### config.mk
export PLATFORM = sky130hd
export DESIGN_NAME = lfwt_target
export DESIGN_NICKNAME = d
export VERILOG_FILES = /design/src/verilog/lfwt_pkg.sv /design/src/verilog/lfwt_engine.sv /design/src/verilog/lfwt_target.sv
export SDC_FILE = /design/constraint.sdc
export NUM_CORES = 1
export LEC_CHECK = 0
export ABC_AREA = 1
export BUFFER_PORTS_ARGS = -buffer_cell sky130_fd_sc_hd__buf_2
export CORE_MARGIN = 2
export CORE_UTILIZATION = 62
export DETAILED_ROUTE_END_ITERATION = 16
export PLACE_DENSITY = 0.81
export SYNTH_ARGS = -nofsm -noshare
export SYNTH_HDL_FRONTEND = slang
export SYNTH_SLANG_ARGS = --single-unit
### constraint.sdc
create_clock -name i_core_clk -period 11.8 [get_ports i_core_clk]
set_input_delay 0.59 -clock i_core_clk [delete_from_list [all_inputs] [get_ports i_core_clk]]
set_output_delay 0.59 -clock i_core_clk [all_outputs]
set_load 0.005 [all_outputs]
### src/verilog/lfwt_pkg.sv
// constants, types and register map of the flash write target
// assumes a 100 MHz core clock that also samples the lpc pins
package lfwt_pkg;

    // ----------------------------------------------------------------
    // timing
    // ----------------------------------------------------------------
    localparam int CLK_MHZ       = 100;
    localparam int PROG_TIME_NS  = 10_000;
    localparam int PROG_CYCLES   = PROG_TIME_NS * CLK_MHZ / 1000;
    localparam int ERASE_TIME_MS = 1000;
    localparam int ERASE_CYCLES  = ERASE_TIME_MS * CLK_MHZ * 1000;

    // ----------------------------------------------------------------
    // lpc nibbles and address layout
    // ----------------------------------------------------------------
    localparam logic [3:0] NIB_START   = 4'h0;
    localparam logic [3:0] NIB_ABORT   = 4'hf;
    localparam logic [3:0] NIB_SYNC    = 4'h0;
    localparam logic [3:0] NIB_TAR     = 4'hf;
    localparam logic [1:0] TYPE_MEM    = 2'h1;
    localparam int         DIR_BIT     = 1;
    localparam logic [2:0] ADDR_LAST   = 3'h7;
    localparam logic [7:0] ADDR_TOP    = 8'hff;
    localparam int         SPACE_BIT   = 22;
    localparam int         ID_HI_BIT   = 23;
    localparam int         ID_LO_BIT   = 19;
    localparam int         BLK_LO_BIT  = 16;
    localparam int         NUM_BLOCKS  = 8;
    localparam logic [2:0] TOP_BLOCK   = 3'h7;
    localparam logic [7:0] LOCK_RESET  = 8'hff;
    localparam logic [7:0] REG_READ    = 8'h00;

    // ----------------------------------------------------------------
    // avalon register map
    // ----------------------------------------------------------------
    localparam logic [3:0] OFF_LOCK    = 4'h0;
    localparam logic [3:0] OFF_STATUS  = 4'h4;
    localparam logic [3:0] OFF_ERASE   = 4'h8;
    localparam logic [3:0] OFF_WADDR   = 4'hc;
    localparam int         ERASE_GO    = 3;
    localparam int         ST_BUSY     = 0;
    localparam int         ST_ERASE    = 1;
    localparam int         ST_TOP_PIN  = 2;
    localparam int         ST_ARR_PIN  = 3;

    typedef enum logic [3:0] {
        S_IDLE, S_TYPE, S_ADDR, S_WLO, S_WHI, S_HTAR,
        S_DTAR, S_SYNC, S_RLO, S_RHI, S_BTAR, S_SKIP
    } lfwt_state_type;

    typedef struct packed {
        logic busy;
        logic erase;
        logic poll;
        logic toggle;
    } lfwt_eng_type;

endpackage : lfwt_pkg

### src/verilog/lfwt_engine.sv
// internal program / erase timer with completion status bits
// assumes go pulses only arrive while idle
`timescale 1ns/1ps
module lfwt_engine #(
    parameter int PROG_CYCLES  = lfwt_pkg::PROG_CYCLES,
    parameter int ERASE_CYCLES = lfwt_pkg::ERASE_CYCLES
) (
    input  wire logic                  i_core_clk,
    input  wire logic                  i_resetn,
    input  wire logic                  i_prog_go,
    input  wire logic                  i_erase_go,
    input  wire logic                  i_data7,
    input  wire logic                  i_status_read,
    output lfwt_pkg::lfwt_eng_type     o_eng
);

    logic [31:0] cnt;
    wire         last = (cnt == 32'h0000_0001);

    // ----------------------------------------------------------------
    // operation timer
    // ----------------------------------------------------------------
    // reset clears busy at once: abort latency is zero cycles
    always_ff @(posedge i_core_clk or negedge i_resetn) begin
        if (!i_resetn) begin
            cnt   <= 32'h0000_0000;
            o_eng <= '0;
        end else if (i_prog_go) begin
            cnt         <= 32'(PROG_CYCLES);
            o_eng.busy  <= 1'b1;
            o_eng.erase <= 1'b0;
            o_eng.poll  <= ~i_data7;
        end else if (i_erase_go) begin
            cnt         <= 32'(ERASE_CYCLES);
            o_eng.busy  <= 1'b1;
            o_eng.erase <= 1'b1;
            o_eng.poll  <= 1'b0;
        end else if (o_eng.busy) begin
            cnt <= cnt - 32'h0000_0001;
            if (last) begin
                o_eng.busy <= 1'b0;
            end
            if (i_status_read) begin
                o_eng.toggle <= ~o_eng.toggle;
            end
        end
    end

    a_poll_program : assert property (
        @(posedge i_core_clk) disable iff (!i_resetn)
        $rose(o_eng.busy) && !o_eng.erase |-> o_eng.poll == ~$past(i_data7))
        else $error("poll bit not complement of program data");

    a_poll_erase : assert property (
        @(posedge i_core_clk) disable iff (!i_resetn)
        o_eng.busy && o_eng.erase |-> !o_eng.poll)
        else $error("poll bit not zero during erase");

    a_toggle_alt : assert property (
        @(posedge i_core_clk) disable iff (!i_resetn)
        o_eng.busy && !last && i_status_read && !i_prog_go && !i_erase_go
        |=> o_eng.toggle != $past(o_eng.toggle))
        else $error("toggle bit did not alternate");

    a_toggle_stop : assert property (
        @(posedge i_core_clk) disable iff (!i_resetn)
        !o_eng.busy && !i_prog_go && !i_erase_go |=> $stable(o_eng.toggle))
        else $error("toggle bit moved while idle");

endmodule : lfwt_engine

### src/verilog/lfwt_target.sv
// lpc memory write target: cycle decode, turnaround, sync, protection
// assumes lpc pins synchronous to i_core_clk; avalon master outside
//
// Implementation choices: the address map and the Avalon-MM slave port.
`timescale 1ns/1ps

// How it works
// - start nibble with frame low begins a cycle; last start wins
// - type nibble: bits 3:2 must be 01, bit 1 write, bit 0 ignored
// - eight address nibbles assembled most significant first
// - data byte follows: low nibble first, then high nibble
// - device takes over the lines in clock fourteen on writes, clock twelve on reads
// - device drives sync zero in clock fifteen on writes, clock thirteen on reads
// - device drives ones in clock sixteen then floats; host resumes
// - every nibble sampled and driven valid at its own rising edge
// - address bit 22 picks array or register space; answer in range
// - identity bits not matching the strap: cycle silently ignored
// - top guard pin low blocks top block; high defers to lock
// - array guard pin protects other blocks independently
// - top protection is guard pin or lock bit
// - main protection is array guard pin or block lock bit
// - either reset pin low resets the device, same effect
// - reset deselects and floats the lad drivers
// - reset aborts a running program or erase quickly
// - completion shown by poll and toggle bits in lpc reads
// - frame low ends the cycle; abort returns to ready, op goes on
// - poll bit is complement on program, zero during erase
// - toggle bit alternates per read while busy, then stops
// - all write-lock bits come up set after reset
module lfwt_target #(
    parameter int PROG_CYCLES  = lfwt_pkg::PROG_CYCLES,
    parameter int ERASE_CYCLES = lfwt_pkg::ERASE_CYCLES
) (
    input  wire logic        i_core_clk,
    input  wire logic        i_resetn,
    input  wire logic        i_init_n,
    input  wire logic        i_lframe_n,
    input  wire logic [3:0]  i_lad,
    output logic      [3:0]  o_lad_out,
    output logic             o_lad_oe,
    input  wire logic        i_top_block_guard_n,
    input  wire logic        i_array_guard_n,
    input  wire logic [3:0]  i_strap_code,
    input  wire logic [7:0]  i_array_rdata,
    output logic      [18:0] o_array_addr,
    output logic      [7:0]  o_prog_data,
    output logic             o_prog_start,
    output logic             o_erase_start,
    output logic      [2:0]  o_erase_block,
    input  wire logic [3:0]  i_avs_address,
    input  wire logic        i_avs_read,
    input  wire logic        i_avs_write,
    input  wire logic [31:0] i_avs_writedata,
    output logic      [31:0] o_avs_readdata,
    output wire logic        o_avs_waitrequest
);

    // ----------------------------------------------------------------
    // reset
    // ----------------------------------------------------------------
    // both pins merged
    wire rst_n = i_resetn & i_init_n;

    // ----------------------------------------------------------------
    // helpers
    // ----------------------------------------------------------------
    function automatic logic blk_protect(
        input logic [2:0] blk,
        input logic [7:0] lock,
        input logic       top_n,
        input logic       arr_n
    );
        if (blk == lfwt_pkg::TOP_BLOCK) begin
            blk_protect = !top_n || lock[blk];
        end else begin
            blk_protect = !arr_n || lock[blk];
        end
    endfunction : blk_protect

    // ----------------------------------------------------------------
    // state
    // ----------------------------------------------------------------
    lfwt_pkg::lfwt_state_type state;
    lfwt_pkg::lfwt_state_type next_state;
    lfwt_pkg::lfwt_eng_type   eng;
    logic [2:0]  cnt;
    logic [2:0]  next_cnt;
    logic [31:0] addr;
    logic [31:0] next_addr;
    logic [7:0]  wdata;
    logic [7:0]  next_wdata;
    logic        dir;
    logic        next_dir;
    logic [7:0]  rd_byte;
    logic [7:0]  lock;
    logic [31:0] last_waddr;
    logic        ack;
    logic        next_oe;
    logic [3:0]  next_out;
    logic        erase_go;

    // ----------------------------------------------------------------
    // decode
    // ----------------------------------------------------------------
    wire [31:0] addr_full = {addr[27:0], i_lad};
    // identity bits are the inverse of the strap
    wire id_ok = (addr_full[lfwt_pkg::ID_HI_BIT] == ~i_strap_code[3])
              && (addr_full[lfwt_pkg::ID_HI_BIT-2:lfwt_pkg::ID_LO_BIT]
                  == ~i_strap_code[2:0]);
    wire hit      = (addr_full[31:24] == lfwt_pkg::ADDR_TOP) && id_ok;
    wire mem_sp   = addr[lfwt_pkg::SPACE_BIT];
    wire [2:0] blk = addr[lfwt_pkg::BLK_LO_BIT+2:lfwt_pkg::BLK_LO_BIT];
    wire is_start = !i_lframe_n && (i_lad == lfwt_pkg::NIB_START);
    wire type_ok  = (i_lad[3:2] == lfwt_pkg::TYPE_MEM);
    wire addr_end = (state == lfwt_pkg::S_ADDR)
                 && (cnt == lfwt_pkg::ADDR_LAST);
    wire prot     = blk_protect(blk, lock, i_top_block_guard_n,
                                i_array_guard_n);
    // register space writes are answered but change nothing
    wire prog_go  = (state == lfwt_pkg::S_SYNC) && dir && mem_sp
                 && !eng.busy && !prot;
    // every read reloads the byte, so register reads never show stale data
    wire rd_load  = (state == lfwt_pkg::S_DTAR) && !dir;
    wire stat_rd  = rd_load && mem_sp;
    // status replaces data while an operation runs
    wire [7:0] stat_byte = {eng.poll, eng.toggle, 6'h00};
    wire [7:0] rd_val = !mem_sp   ? lfwt_pkg::REG_READ :
                        eng.busy  ? stat_byte : i_array_rdata;

    // ----------------------------------------------------------------
    // lpc cycle sequencer
    // ----------------------------------------------------------------
    always_comb begin
        next_state = state;
        next_cnt   = cnt;
        next_addr  = addr;
        next_wdata = wdata;
        next_dir   = dir;
        case (state)
            lfwt_pkg::S_IDLE: begin
                next_state = lfwt_pkg::S_IDLE;
            end
            lfwt_pkg::S_SKIP: begin
                next_state = lfwt_pkg::S_SKIP;
            end
            lfwt_pkg::S_TYPE: begin
                next_cnt = 3'h0;
                if (type_ok) begin
                    next_dir   = i_lad[lfwt_pkg::DIR_BIT];
                    next_state = lfwt_pkg::S_ADDR;
                end else begin
                    // unknown type, stay off the bus
                    next_state = lfwt_pkg::S_SKIP;
                end
            end
            lfwt_pkg::S_ADDR: begin
                next_addr = addr_full;
                next_cnt  = cnt + 3'h1;
                if (cnt == lfwt_pkg::ADDR_LAST) begin
                    if (!hit) begin
                        next_state = lfwt_pkg::S_SKIP;
                    end else if (dir) begin
                        next_state = lfwt_pkg::S_WLO;
                    end else begin
                        next_state = lfwt_pkg::S_HTAR;
                    end
                end
            end
            lfwt_pkg::S_WLO: begin
                next_wdata = {wdata[7:4], i_lad};
                next_state = lfwt_pkg::S_WHI;
            end
            lfwt_pkg::S_WHI: begin
                next_wdata = {i_lad, wdata[3:0]};
                next_state = lfwt_pkg::S_HTAR;
            end
            lfwt_pkg::S_HTAR: begin
                next_state = lfwt_pkg::S_DTAR;
            end
            lfwt_pkg::S_DTAR: begin
                next_state = lfwt_pkg::S_SYNC;
            end
            lfwt_pkg::S_SYNC: begin
                next_state = dir ? lfwt_pkg::S_BTAR : lfwt_pkg::S_RLO;
            end
            lfwt_pkg::S_RLO: begin
                next_state = lfwt_pkg::S_RHI;
            end
            lfwt_pkg::S_RHI: begin
                next_state = lfwt_pkg::S_BTAR;
            end
            lfwt_pkg::S_BTAR: begin
                next_state = lfwt_pkg::S_IDLE;
            end
            default: begin
                next_state = lfwt_pkg::S_IDLE;
            end
        endcase
        if (!i_lframe_n) begin
            next_state = is_start ? lfwt_pkg::S_TYPE : lfwt_pkg::S_IDLE;
        end
    end

    // ----------------------------------------------------------------
    // lad drive, registered so it is stable at each edge
    // ----------------------------------------------------------------
    // values launched one edge ahead
    assign next_oe = (next_state == lfwt_pkg::S_DTAR)
                  || (next_state == lfwt_pkg::S_SYNC)
                  || (next_state == lfwt_pkg::S_RLO)
                  || (next_state == lfwt_pkg::S_RHI)
                  || (next_state == lfwt_pkg::S_BTAR);
    assign next_out = (next_state == lfwt_pkg::S_SYNC) ? lfwt_pkg::NIB_SYNC
                    : (next_state == lfwt_pkg::S_RLO)  ? rd_byte[3:0]
                    : (next_state == lfwt_pkg::S_RHI)  ? rd_byte[7:4]
                    : lfwt_pkg::NIB_TAR;

    always_ff @(posedge i_core_clk or negedge rst_n) begin
        if (!rst_n) begin
            state     <= lfwt_pkg::S_IDLE;
            cnt       <= 3'h0;
            addr      <= 32'h0000_0000;
            wdata     <= 8'h00;
            dir       <= 1'b0;
            o_lad_oe  <= 1'b0;
            o_lad_out <= lfwt_pkg::NIB_TAR;
        end else begin
            state     <= next_state;
            cnt       <= next_cnt;
            addr      <= next_addr;
            wdata     <= next_wdata;
            dir       <= next_dir;
            o_lad_oe  <= next_oe;
            o_lad_out <= next_out;
        end
    end

    always_ff @(posedge i_core_clk or negedge rst_n) begin
        if (!rst_n) begin
            rd_byte      <= 8'h00;
            o_array_addr <= 19'h0_0000;
            o_prog_data  <= 8'h00;
            o_prog_start <= 1'b0;
            last_waddr   <= 32'h0000_0000;
        end else begin
            if (addr_end) begin
                o_array_addr <= addr_full[18:0];
            end
            if (rd_load) begin
                rd_byte <= rd_val;
            end
            o_prog_start <= prog_go;
            if (prog_go) begin
                o_prog_data <= wdata;
                last_waddr  <= addr;
            end
        end
    end

    lfwt_engine #(
        .PROG_CYCLES  (PROG_CYCLES),
        .ERASE_CYCLES (ERASE_CYCLES)
    ) u_engine (
        .i_core_clk    (i_core_clk),
        .i_resetn      (rst_n),
        .i_prog_go     (prog_go),
        .i_erase_go    (erase_go),
        .i_data7       (wdata[7]),
        .i_status_read (stat_rd && eng.busy),
        .o_eng         (eng)
    );

    // ----------------------------------------------------------------
    // avalon slave, one wait cycle on every access
    // ----------------------------------------------------------------
    wire req      = i_avs_read || i_avs_write;
    wire wr_take  = i_avs_write && ack;
    wire [2:0] er_blk = i_avs_writedata[2:0];
    wire er_prot  = blk_protect(er_blk, lock, i_top_block_guard_n,
                                i_array_guard_n);
    assign erase_go = wr_take && (i_avs_address == lfwt_pkg::OFF_ERASE)
                 && i_avs_writedata[lfwt_pkg::ERASE_GO]
                 && !eng.busy && !er_prot && !prog_go;
    wire [31:0] st_word = {28'h000_0000, !i_array_guard_n,
                           !i_top_block_guard_n, eng.erase, eng.busy};
    wire [31:0] rd_mux =
        (i_avs_address == lfwt_pkg::OFF_LOCK)   ? {24'h00_0000, lock} :
        (i_avs_address == lfwt_pkg::OFF_STATUS) ? st_word :
        (i_avs_address == lfwt_pkg::OFF_WADDR)  ? last_waddr :
        32'h0000_0000;

    assign o_avs_waitrequest = req && !ack;

    always_ff @(posedge i_core_clk or negedge rst_n) begin
        if (!rst_n) begin
            ack            <= 1'b0;
            o_avs_readdata <= 32'h0000_0000;
            lock           <= lfwt_pkg::LOCK_RESET;
            o_erase_start  <= 1'b0;
            o_erase_block  <= 3'h0;
        end else begin
            ack <= req && !ack;
            if (i_avs_read && !ack) begin
                o_avs_readdata <= rd_mux;
            end
            if (wr_take && (i_avs_address == lfwt_pkg::OFF_LOCK)) begin
                lock <= i_avs_writedata[lfwt_pkg::NUM_BLOCKS-1:0];
            end
            o_erase_start <= erase_go;
            if (erase_go) begin
                o_erase_block <= er_blk;
            end
        end
    end

    // ----------------------------------------------------------------
    // checks
    // ----------------------------------------------------------------
    a_start_last : assert property (
        @(posedge i_core_clk) disable iff (!rst_n)
        is_start |=> state == lfwt_pkg::S_TYPE)
        else $error("start nibble not taken");

    a_abort_ready : assert property (
        @(posedge i_core_clk) disable iff (!rst_n)
        !i_lframe_n && !is_start |=> state == lfwt_pkg::S_IDLE && !o_lad_oe)
        else $error("frame low did not end the cycle");

    a_addr_order : assert property (
        @(posedge i_core_clk) disable iff (!rst_n)
        state == lfwt_pkg::S_ADDR && i_lframe_n
        |=> addr[3:0] == $past(i_lad) && addr[7:4] == $past(addr[3:0]))
        else $error("address nibble order wrong");

    a_turn_sync : assert property (
        @(posedge i_core_clk) disable iff (!rst_n)
        state == lfwt_pkg::S_HTAR && i_lframe_n
        |=> o_lad_oe && o_lad_out == lfwt_pkg::NIB_TAR)
        else $error("no takeover in turnaround");

    a_sync_zero : assert property (
        @(posedge i_core_clk) disable iff (!rst_n)
        state == lfwt_pkg::S_DTAR && i_lframe_n
        |=> o_lad_oe && o_lad_out == lfwt_pkg::NIB_SYNC)
        else $error("sync nibble not zero");

    a_bus_release : assert property (
        @(posedge i_core_clk) disable iff (!rst_n)
        state == lfwt_pkg::S_BTAR && o_lad_oe
        |-> o_lad_out == lfwt_pkg::NIB_TAR ##1 !o_lad_oe)
        else $error("lad not released after turnaround");

    a_bad_type : assert property (
        @(posedge i_core_clk) disable iff (!rst_n)
        state == lfwt_pkg::S_TYPE && !type_ok && i_lframe_n
        |=> !o_lad_oe && state == lfwt_pkg::S_SKIP)
        else $error("unknown type not ignored");

    a_id_quiet : assert property (
        @(posedge i_core_clk) disable iff (!rst_n)
        addr_end && !id_ok && i_lframe_n
        |=> state == lfwt_pkg::S_SKIP && !o_lad_oe)
        else $error("foreign id answered");

    a_top_guard : assert property (
        @(posedge i_core_clk) disable iff (!rst_n)
        prog_go && blk == lfwt_pkg::TOP_BLOCK
        |-> i_top_block_guard_n && !lock[lfwt_pkg::TOP_BLOCK])
        else $error("protected top block programmed");

    a_main_guard : assert property (
        @(posedge i_core_clk) disable iff (!rst_n)
        prog_go && blk != lfwt_pkg::TOP_BLOCK
        |-> i_array_guard_n && !lock[blk])
        else $error("protected main block programmed");

    a_bus_answer : assert property (
        @(posedge i_core_clk) disable iff (!rst_n)
        o_avs_waitrequest |=> !o_avs_waitrequest)
        else $error("avalon answer late");

endmodule : lfwt_target

==> results by group, run 1 <==
Run status
  • Status: completed

Finish
  • Share of cells above drive strength 1: between 10% and 20%
  • Register Area: about 5000 µm²
  • Fill cells: around 1200
  • Multi-input gate area: roughly 3500 µm²
  • Layout area overhead: 13.5%
  • # diodes: 0
  • Layout net count: 1253

STA
  • Worst slew margin: 28.1%
  • Fin. max-slew vios: 0
  • Final setup fails: 0
  • Worst-margin pin slew: approximately 1100 ps
  • Min cycle time layout: approximately 3100 ps
  • Fmax: about 320 MHz
  • Period utilisation layout: about a quarter
  • Hold Vio Cnt, Final: 0
  • Unrepaired setup endpoints after global routing: no
  • Clk_skew: between 8 and 9 ps
  • Setup TNS: 0 ps
  • Min Hold Slack: 322 ps
  • Setup WS post-layout: slightly below 9000 ps

Global route
  • Gr usage total: between 20% and 30%
  • Pin count of the biggest net entering global routing: around 130
  • Initial antenna violation count: 0
  • Vias in the first global route: between 7000 and 8000
  • Grt ovf: 0
  • Global-route wire length before repair: about 36000 µm

Clock tree
  • Clk slew on worst S/H paths: ~60 ps
  • CTS Hold Bufs: 0
  • CTS tree: yes
  • Clk sinks: 202
  • Clk root buf: clkbuf_16
  • Setup bufs post-CTS: 0
  • Worst skew pair latency: around 500 ps
  • Inserted Clock Buffers: 21
  • Clk buf depth: 3
  • Number of H-tree levels: 1
  • Post_cts resized: 0

Logic synthesis
  • Synthesized area: about 9000 µm²
  • Largest cells by area after synthesis: dfrtp_1 (52%), nand2_1 (14%), o21ai_0 (6.0%)
  • Post-synth top flop: dfrtp_1
  • Post-synth EDFFs: 0
  • Post-synth net total: between 1000 and 1500
  • Synth top cells by count: nand2_1 (334), dfrtp_1 (190), o21ai_0 (109)
  • Yosys reg bits: ~200
  • Most frequent cell after synthesis: nand2_1
  • Synth warnings: 0
  • Asr flop ratio synth: 100%
  • Synth top area share: 51.9%
  • Synth cell types: 46
  • Register area share after synthesis: 55.4%
  • Synthesized netlist cell count: between 1000 and 1500
  • Mean Syn Cell Area: 8.35 µm²
  • Area leader, netlist: dfrtp_1

Worst hold path
  • Hold_sp: i_lad[0]
  • Hold Path Class: primary input to register
  • Hold Path End: addr[0]
  • Worst Hold Depth: 3

Route
  • DRT Pass-1 Iters: 5
  • DRC: 0
  • DR top layer: met4
  • Detailed Route WL: around 21000 µm
  • Initial DRC Count: around 850
  • Wire length on met2: between 10000 and 15000 µm
  • Remaining antenna violation count: 0
  • WL/cell: ~15 µm
  • Routed wl met3: around 1500 µm
  • M1 wire length: roughly 9500 µm
  • Total number of vias: between 7000 and 8000
  • Via density: 5.53

Setup path
  • Nature of the critical path startpoint: register
  • CP Capture Type: register
  • FF-to-FF setup slack: ~8700 ps
  • Crit path kind: register to register
  • Worst EP arrival: 3500 ps
  • Worst EP required: ~12000 ps
  • Worst reg2reg path startpoint: addr[16]
  • Worst stage delay on the critical path: 850 ps
  • Worst Path Buf+Inv: 2
  • Crit path max-delay cell type: nand4_4
  • Cell family with most CP delay: simple AND/OR/NAND/NOR gates
  • Crit path max fanout: 72
  • Most Frequent Cell on Critical Path: nand2_1
  • CP Cell Sequence: inv_2, a21oi_1, o21ai_1, nand3_1, nand4_4, nand2_4, nor2_8, inv_2, nand2_1, nand2_1, nand2_1
  • Reg2reg end: u_engine.cnt[8]
  • R2R cell count: 11

Flow run
  • Max cap viols: 0

Pwr
  • Cell Pwr Density: approximately 170 nW/µm²
  • Seq pwr share: between 40% and 50%
  • Comb power frac: 17.0%
  • Clock power frac: 33.8%
  • Static leakage: 5.27 nW
  • Overall power: between 0.0015 and 0.002 W
  • Int Power: about 0.0012 W
  • Sw Share: between 30% and 40%
  • NetSw: ~0.00055 W
  • Max IR drop VDD: approximately 0.00010 V

Floorplanning
  • Die area: 15800 µm²
  • DIE HEIGHT: around 130 µm
  • Core footprint: approximately 14000 µm²
  • IO Pins: 130
  • Initial Util: roughly 63%
  • Row cnt: 44
  • Die X: 126 µm

Placed design
  • Setup WS pre-CTS: a little under 9000 ps
  • Port Buffers: between 100 and 150
  • Placer Congestion: a little under 0.9
  • Post-DP HPWL: about 15000 µm
## cell usage in the layout (no fill, tap or decap), types with 16 or more instances in the layout
cell / instances
buf_2: 105
inv_1: 94
nand4_1: 16
nor2_1: 103
clkbuf_16: 21
a21oi_1: 23
dfrtp_1: 190
o21ai_1: 46
o21ai_0: 109
nand3_1: 36
nand2_1: 334
xor2_1: 16
## worst register-to-register path, cell delays in order (launching register included)
cell,delay [ps]
dfrtp_1,610
inv_2,180
a21oi_1,150
o21ai_1,80
nand3_1,160
nand4_4,850
nand2_4,450
nor2_8,150
inv_2,210
nand2_1,70
nand2_1,60
nand2_1,40
## worst max path at each step
stage          startpoint               to  slack [ps]  cells after the start
2_1_floorplan    i_resetn              ack        5690                      2
3_3_place_gp     state[3]     o_lad_out[2]        8800                     14
3_5_place_dp     state[3]     o_lad_out[2]        8740                     13
4_1_cts          state[3]     o_lad_out[2]        8740                     13
5_1_grt          state[3]     o_lad_out[2]        8360                     14
6_report         addr[16]  u_engine.cnt[8]        8690                     11
## metrics by stage
stage	instances	cell area, µm²	utilization (%)
6_report	1388	10400	71.8
5_1_grt	1388	10400	71.8
4_1_cts	1388	10400	71.8
3_5_place_dp	1350	9770	67.5
3_3_place_gp	1350	9770	67.5
2_1_floorplan	1096	9160	-
## area by class of cell
type	count	area share, %
clock buffer	32	5.65
tap	184	2.21
sequential	202	48.8
inverter	102	3.76
multi-input combinational	754	34.0
clock inverter	6	0.325
timing repair buffer	108	5.27
## power by group through the flow
stage	sequential (W)	combinational (W)	clock, W
floorplan	0.000859	0.000226	0
global route	0.000892	0.000350	0.000640
CTS	0.000877	0.000304	0.000610
detailed placement	0.000887	0.000301	0
global placement	0.000882	0.000287	0
finish	0.000879	0.000304	0.000603
## layer usage
layer / GRT usage [%] / up-vias
met5: 0 / -
met4: 6.34 / 0
met3: 4.66 / 42
met2: 45.1 / 288
met1: 40.6 / 3636
li1: - / 3705
## registers in the layout, summed over array words and instances, names as in the netlist, 4 cells and up
register and count:
last_waddr 32, u_engine.cnt 32, o_array_addr 19, o_lad_out 4
wdata 8, o_avs_readdata 32, lock 8, state 4
rd_byte 8, u_engine.o_eng 4, addr 32, o_prog_data 8
## cell families after synthesis
| family | Yosys count | share of synthesized area [%] |
|---|---|---|
| and+or+nand+nor | 530 | 24.5 |
| DFF | 202 | 55.4 |
| AOI/OAI and AO/OA | 199 | 11.4 |
| buffers and inverters | 140 | 6.12 |
| xor gates and xnor gates | 18 | 1.72 |
| adders and majority gates | 4 | 0.547 |
| muxes | 3 | 0.355 |
No activity file was read; power rests on OpenSTA's default activity.
==> run 2, diff against run 1 <==
- CORE_UTILIZATION: 62 -> 52
- PLACE_DENSITY: 0.81 -> 0.72
- clock period: 11.8 -> 2.5 ns (I/O delays scaled with it)
==> results by group, run 2 (synthesis results as in run 1) <==
Global route
  • Met2 Usage GRT: 36.9%
  • Gr usage total: approximately a quarter
  • Global route hottest layer: met2
  • Met1 Track Usage GR: between 30% and 40%
  • Vias in the first global route: just over 7000
  • Initial antenna violation count: 0
  • Global-route wire length before repair: 36000 µm
  • Pin count of the biggest net entering global routing: around 130
  • Grt ovf: 0
  • M3 GR Usage: 3.93%

Finish
  • Most common cell after layout, fill and taps aside: nand2_1
  • Share of cells above drive strength 1: 16.5%
  • # diodes: 0
  • Layout net count: around 1300
  • Layout area overhead: 19.4%
  • Commonest non-fill, non-tap cells in the layout: nand2_1 (333), dfrtp_1 (190), o21ai_0 (109), buf_2 (105), nor2_1 (103)

Pwr
  • Clock power frac: between 30% and 40%
  • Sw Share: 30.0%
  • Seq pwr share: between 40% and 50%
  • NetSw: 0.00263 W
  • Static leakage: between 5 and 6 nW
  • Cell Pwr Density: roughly 800 nW/µm²
  • Comb power frac: 17.2%
  • Int Power: between 0.006 and 0.007 W
  • Max IR drop VDD: around 0.00056 V

STA
  • Hold Vio Cnt, Final: 0
  • Worst-margin pin slew: around 660 ps
  • Fmax: about 460 MHz
  • Fin. max-slew vios: 0
  • Worst slew margin: around 56%
  • Final setup fails: 0
  • Period utilisation layout: 86.5%
  • Min Hold Slack: roughly 110 ps
  • Unrepaired setup endpoints after global routing: no
  • Clk_skew: between 15 and 20 ps
  • Min cycle time layout: between 2000 and 2500 ps
  • Setup WS post-layout: between 300 and 400 ps

Floorplanning
  • Core footprint: roughly 17000 µm²
  • DIE HEIGHT: around 140 µm
  • IO Pins: 130
  • Row cnt: 48
  • Initial Util: around 53%
  • Die X: between 100 and 150 µm
  • Die area: about 19000 µm²

Setup path
  • Reg2reg end: last_waddr[18]
  • Crit path max fanout: 65
  • R2R cell count: 8
  • Worst reg2reg path startpoint: addr[16]
  • Nature of the critical path startpoint: register
  • Crit path max-delay cell type: buf_4
  • Worst stage delay on the critical path: about 550 ps
  • Crit path kind: register to register
  • FF-to-FF setup slack: ~340 ps
  • Most Frequent Cell on Critical Path: o21ai_1
  • CP Capture Type: register
  • Worst EP arrival: 2580 ps
  • Worst EP required: roughly 2900 ps
  • CP Cell Sequence: inv_2, a21oi_1, o21ai_1, nand3_1, nand4_4, buf_4, nand2_1, o21ai_1

Clock tree
  • Number of H-tree levels: 1
  • Clk slew on worst S/H paths: about 60 ps
  • Post_cts resized: 0
  • Clk sinks: around 200
  • Worst skew pair latency: approximately 510 ps
  • Inserted Clock Buffers: 22
  • CTS Hold Bufs: 25
  • Setup bufs post-CTS: 0
  • Clk buf depth: 3
  • CTS tree: yes
  • Clk root buf: clkbuf_16

Worst hold path
  • Worst Hold Depth: 6
  • Hold Path Class: primary input to register
  • Hold Path End: state[2]
  • Hold_sp: i_strap_code[0]

Placed design
  • Placer Congestion: 0.910
  • Setup WS pre-CTS: about 400 ps
  • Port Buffers: between 100 and 150
  • Post-DP HPWL: around 15000 µm

Route
  • Via density: ~5.2
  • Total number of vias: between 7000 and 8000
  • Remaining antenna violation count: 0
  • DRT Pass-1 Iters: 7
  • DRC: 0
  • Initial DRC Count: about 700
  • WL/cell: 14.8 µm
  • Detailed Route WL: about 22000 µm

Flow run
  • Max cap viols: 0

Run status
  • Status: completed
## run 2: cell types whose count changed in the layout (fill, tap and decap cells not counted), moves of 2 or more
| cell | previous run | this run |
|---|---|---|
| clkbuf_8 | 2 | 8 |
| clkbuf_1 | 9 | 5 |
| clkinv_2 | 5 | 3 |
| buf_12 | 0 | 2 |
| buf_4 | 3 | 16 |
| dlygate4sd3_1 | 0 | 25 |
## run 2: power by group through the flow
| stage | clock network [W] | logic, W | registers [W] |
|---|---|---|---|
| finish | 0.00312 | 0.00150 | 0.00414 |
| global route | 0.00333 | 0.00173 | 0.00420 |
| CTS | 0.00318 | 0.00151 | 0.00414 |
| detailed placement | 0 | 0.00146 | 0.00418 |
| global placement | 0 | 0.00141 | 0.00417 |
| floorplan | 0 | 0.00107 | 0.00406 |
## run 2: how the worst max path moves through the flow
stage	from	to
floorplan	i_resetn	ack
global placement	addr[16]	last_waddr[10]
finish	addr[16]	last_waddr[18]
global route	addr[16]	last_waddr[18]
CTS	addr[16]	last_waddr[18]
detailed placement	addr[16]	last_waddr[27]
## run 2: layer usage
layer / wire length, µm / share of wire (%) / vias to the layer above
met4: 406 / 1.9 / 0
met1: 10300 / 47 / 3647
met2: 9940 / 46 / 204
li1: - / - / 3799
met3: 1170 / 5.4 / 34
met5: 0 / 0 / -
## run 2: stage by stage
step	TNS [ps]	util, %	std cells	area [µm²]	power (W)
floorplan	-52180	-	1096	9180	0.00513
global placement	0	57.9	1406	9980	0.00557
global route	0	63.5	1470	10900	0.00925
finish	0	63.5	1470	10900	0.00876
CTS	0	63.5	1470	10900	0.00883
detailed placement	0	57.9	1406	9980	0.00565
## run 2: critical path: cells and delay by family, from the launching register on
| family | cells | cell delay, ps |
|---|---|---|
| buffers and inverters | 2 | 740 |
| DFF | 1 | 520 |
| and+or+nand+nor | 3 | 490 |
| AOI/OAI and AO/OA | 3 | 290 |
## run 2: final cells by class
| type | instances | area (µm²) |
|---|---|---|
| inverters | 102 | 387 |
| flip-flops and latches | 202 | 5070 |
| clock inverters | 4 | 31.3 |
| fillers | 1432 | 6300 |
| repair buffers | 148 | 936 |
| well taps | 225 | 282 |
| multi-input cells | 754 | 3550 |
| clock buffers | 35 | 679 |
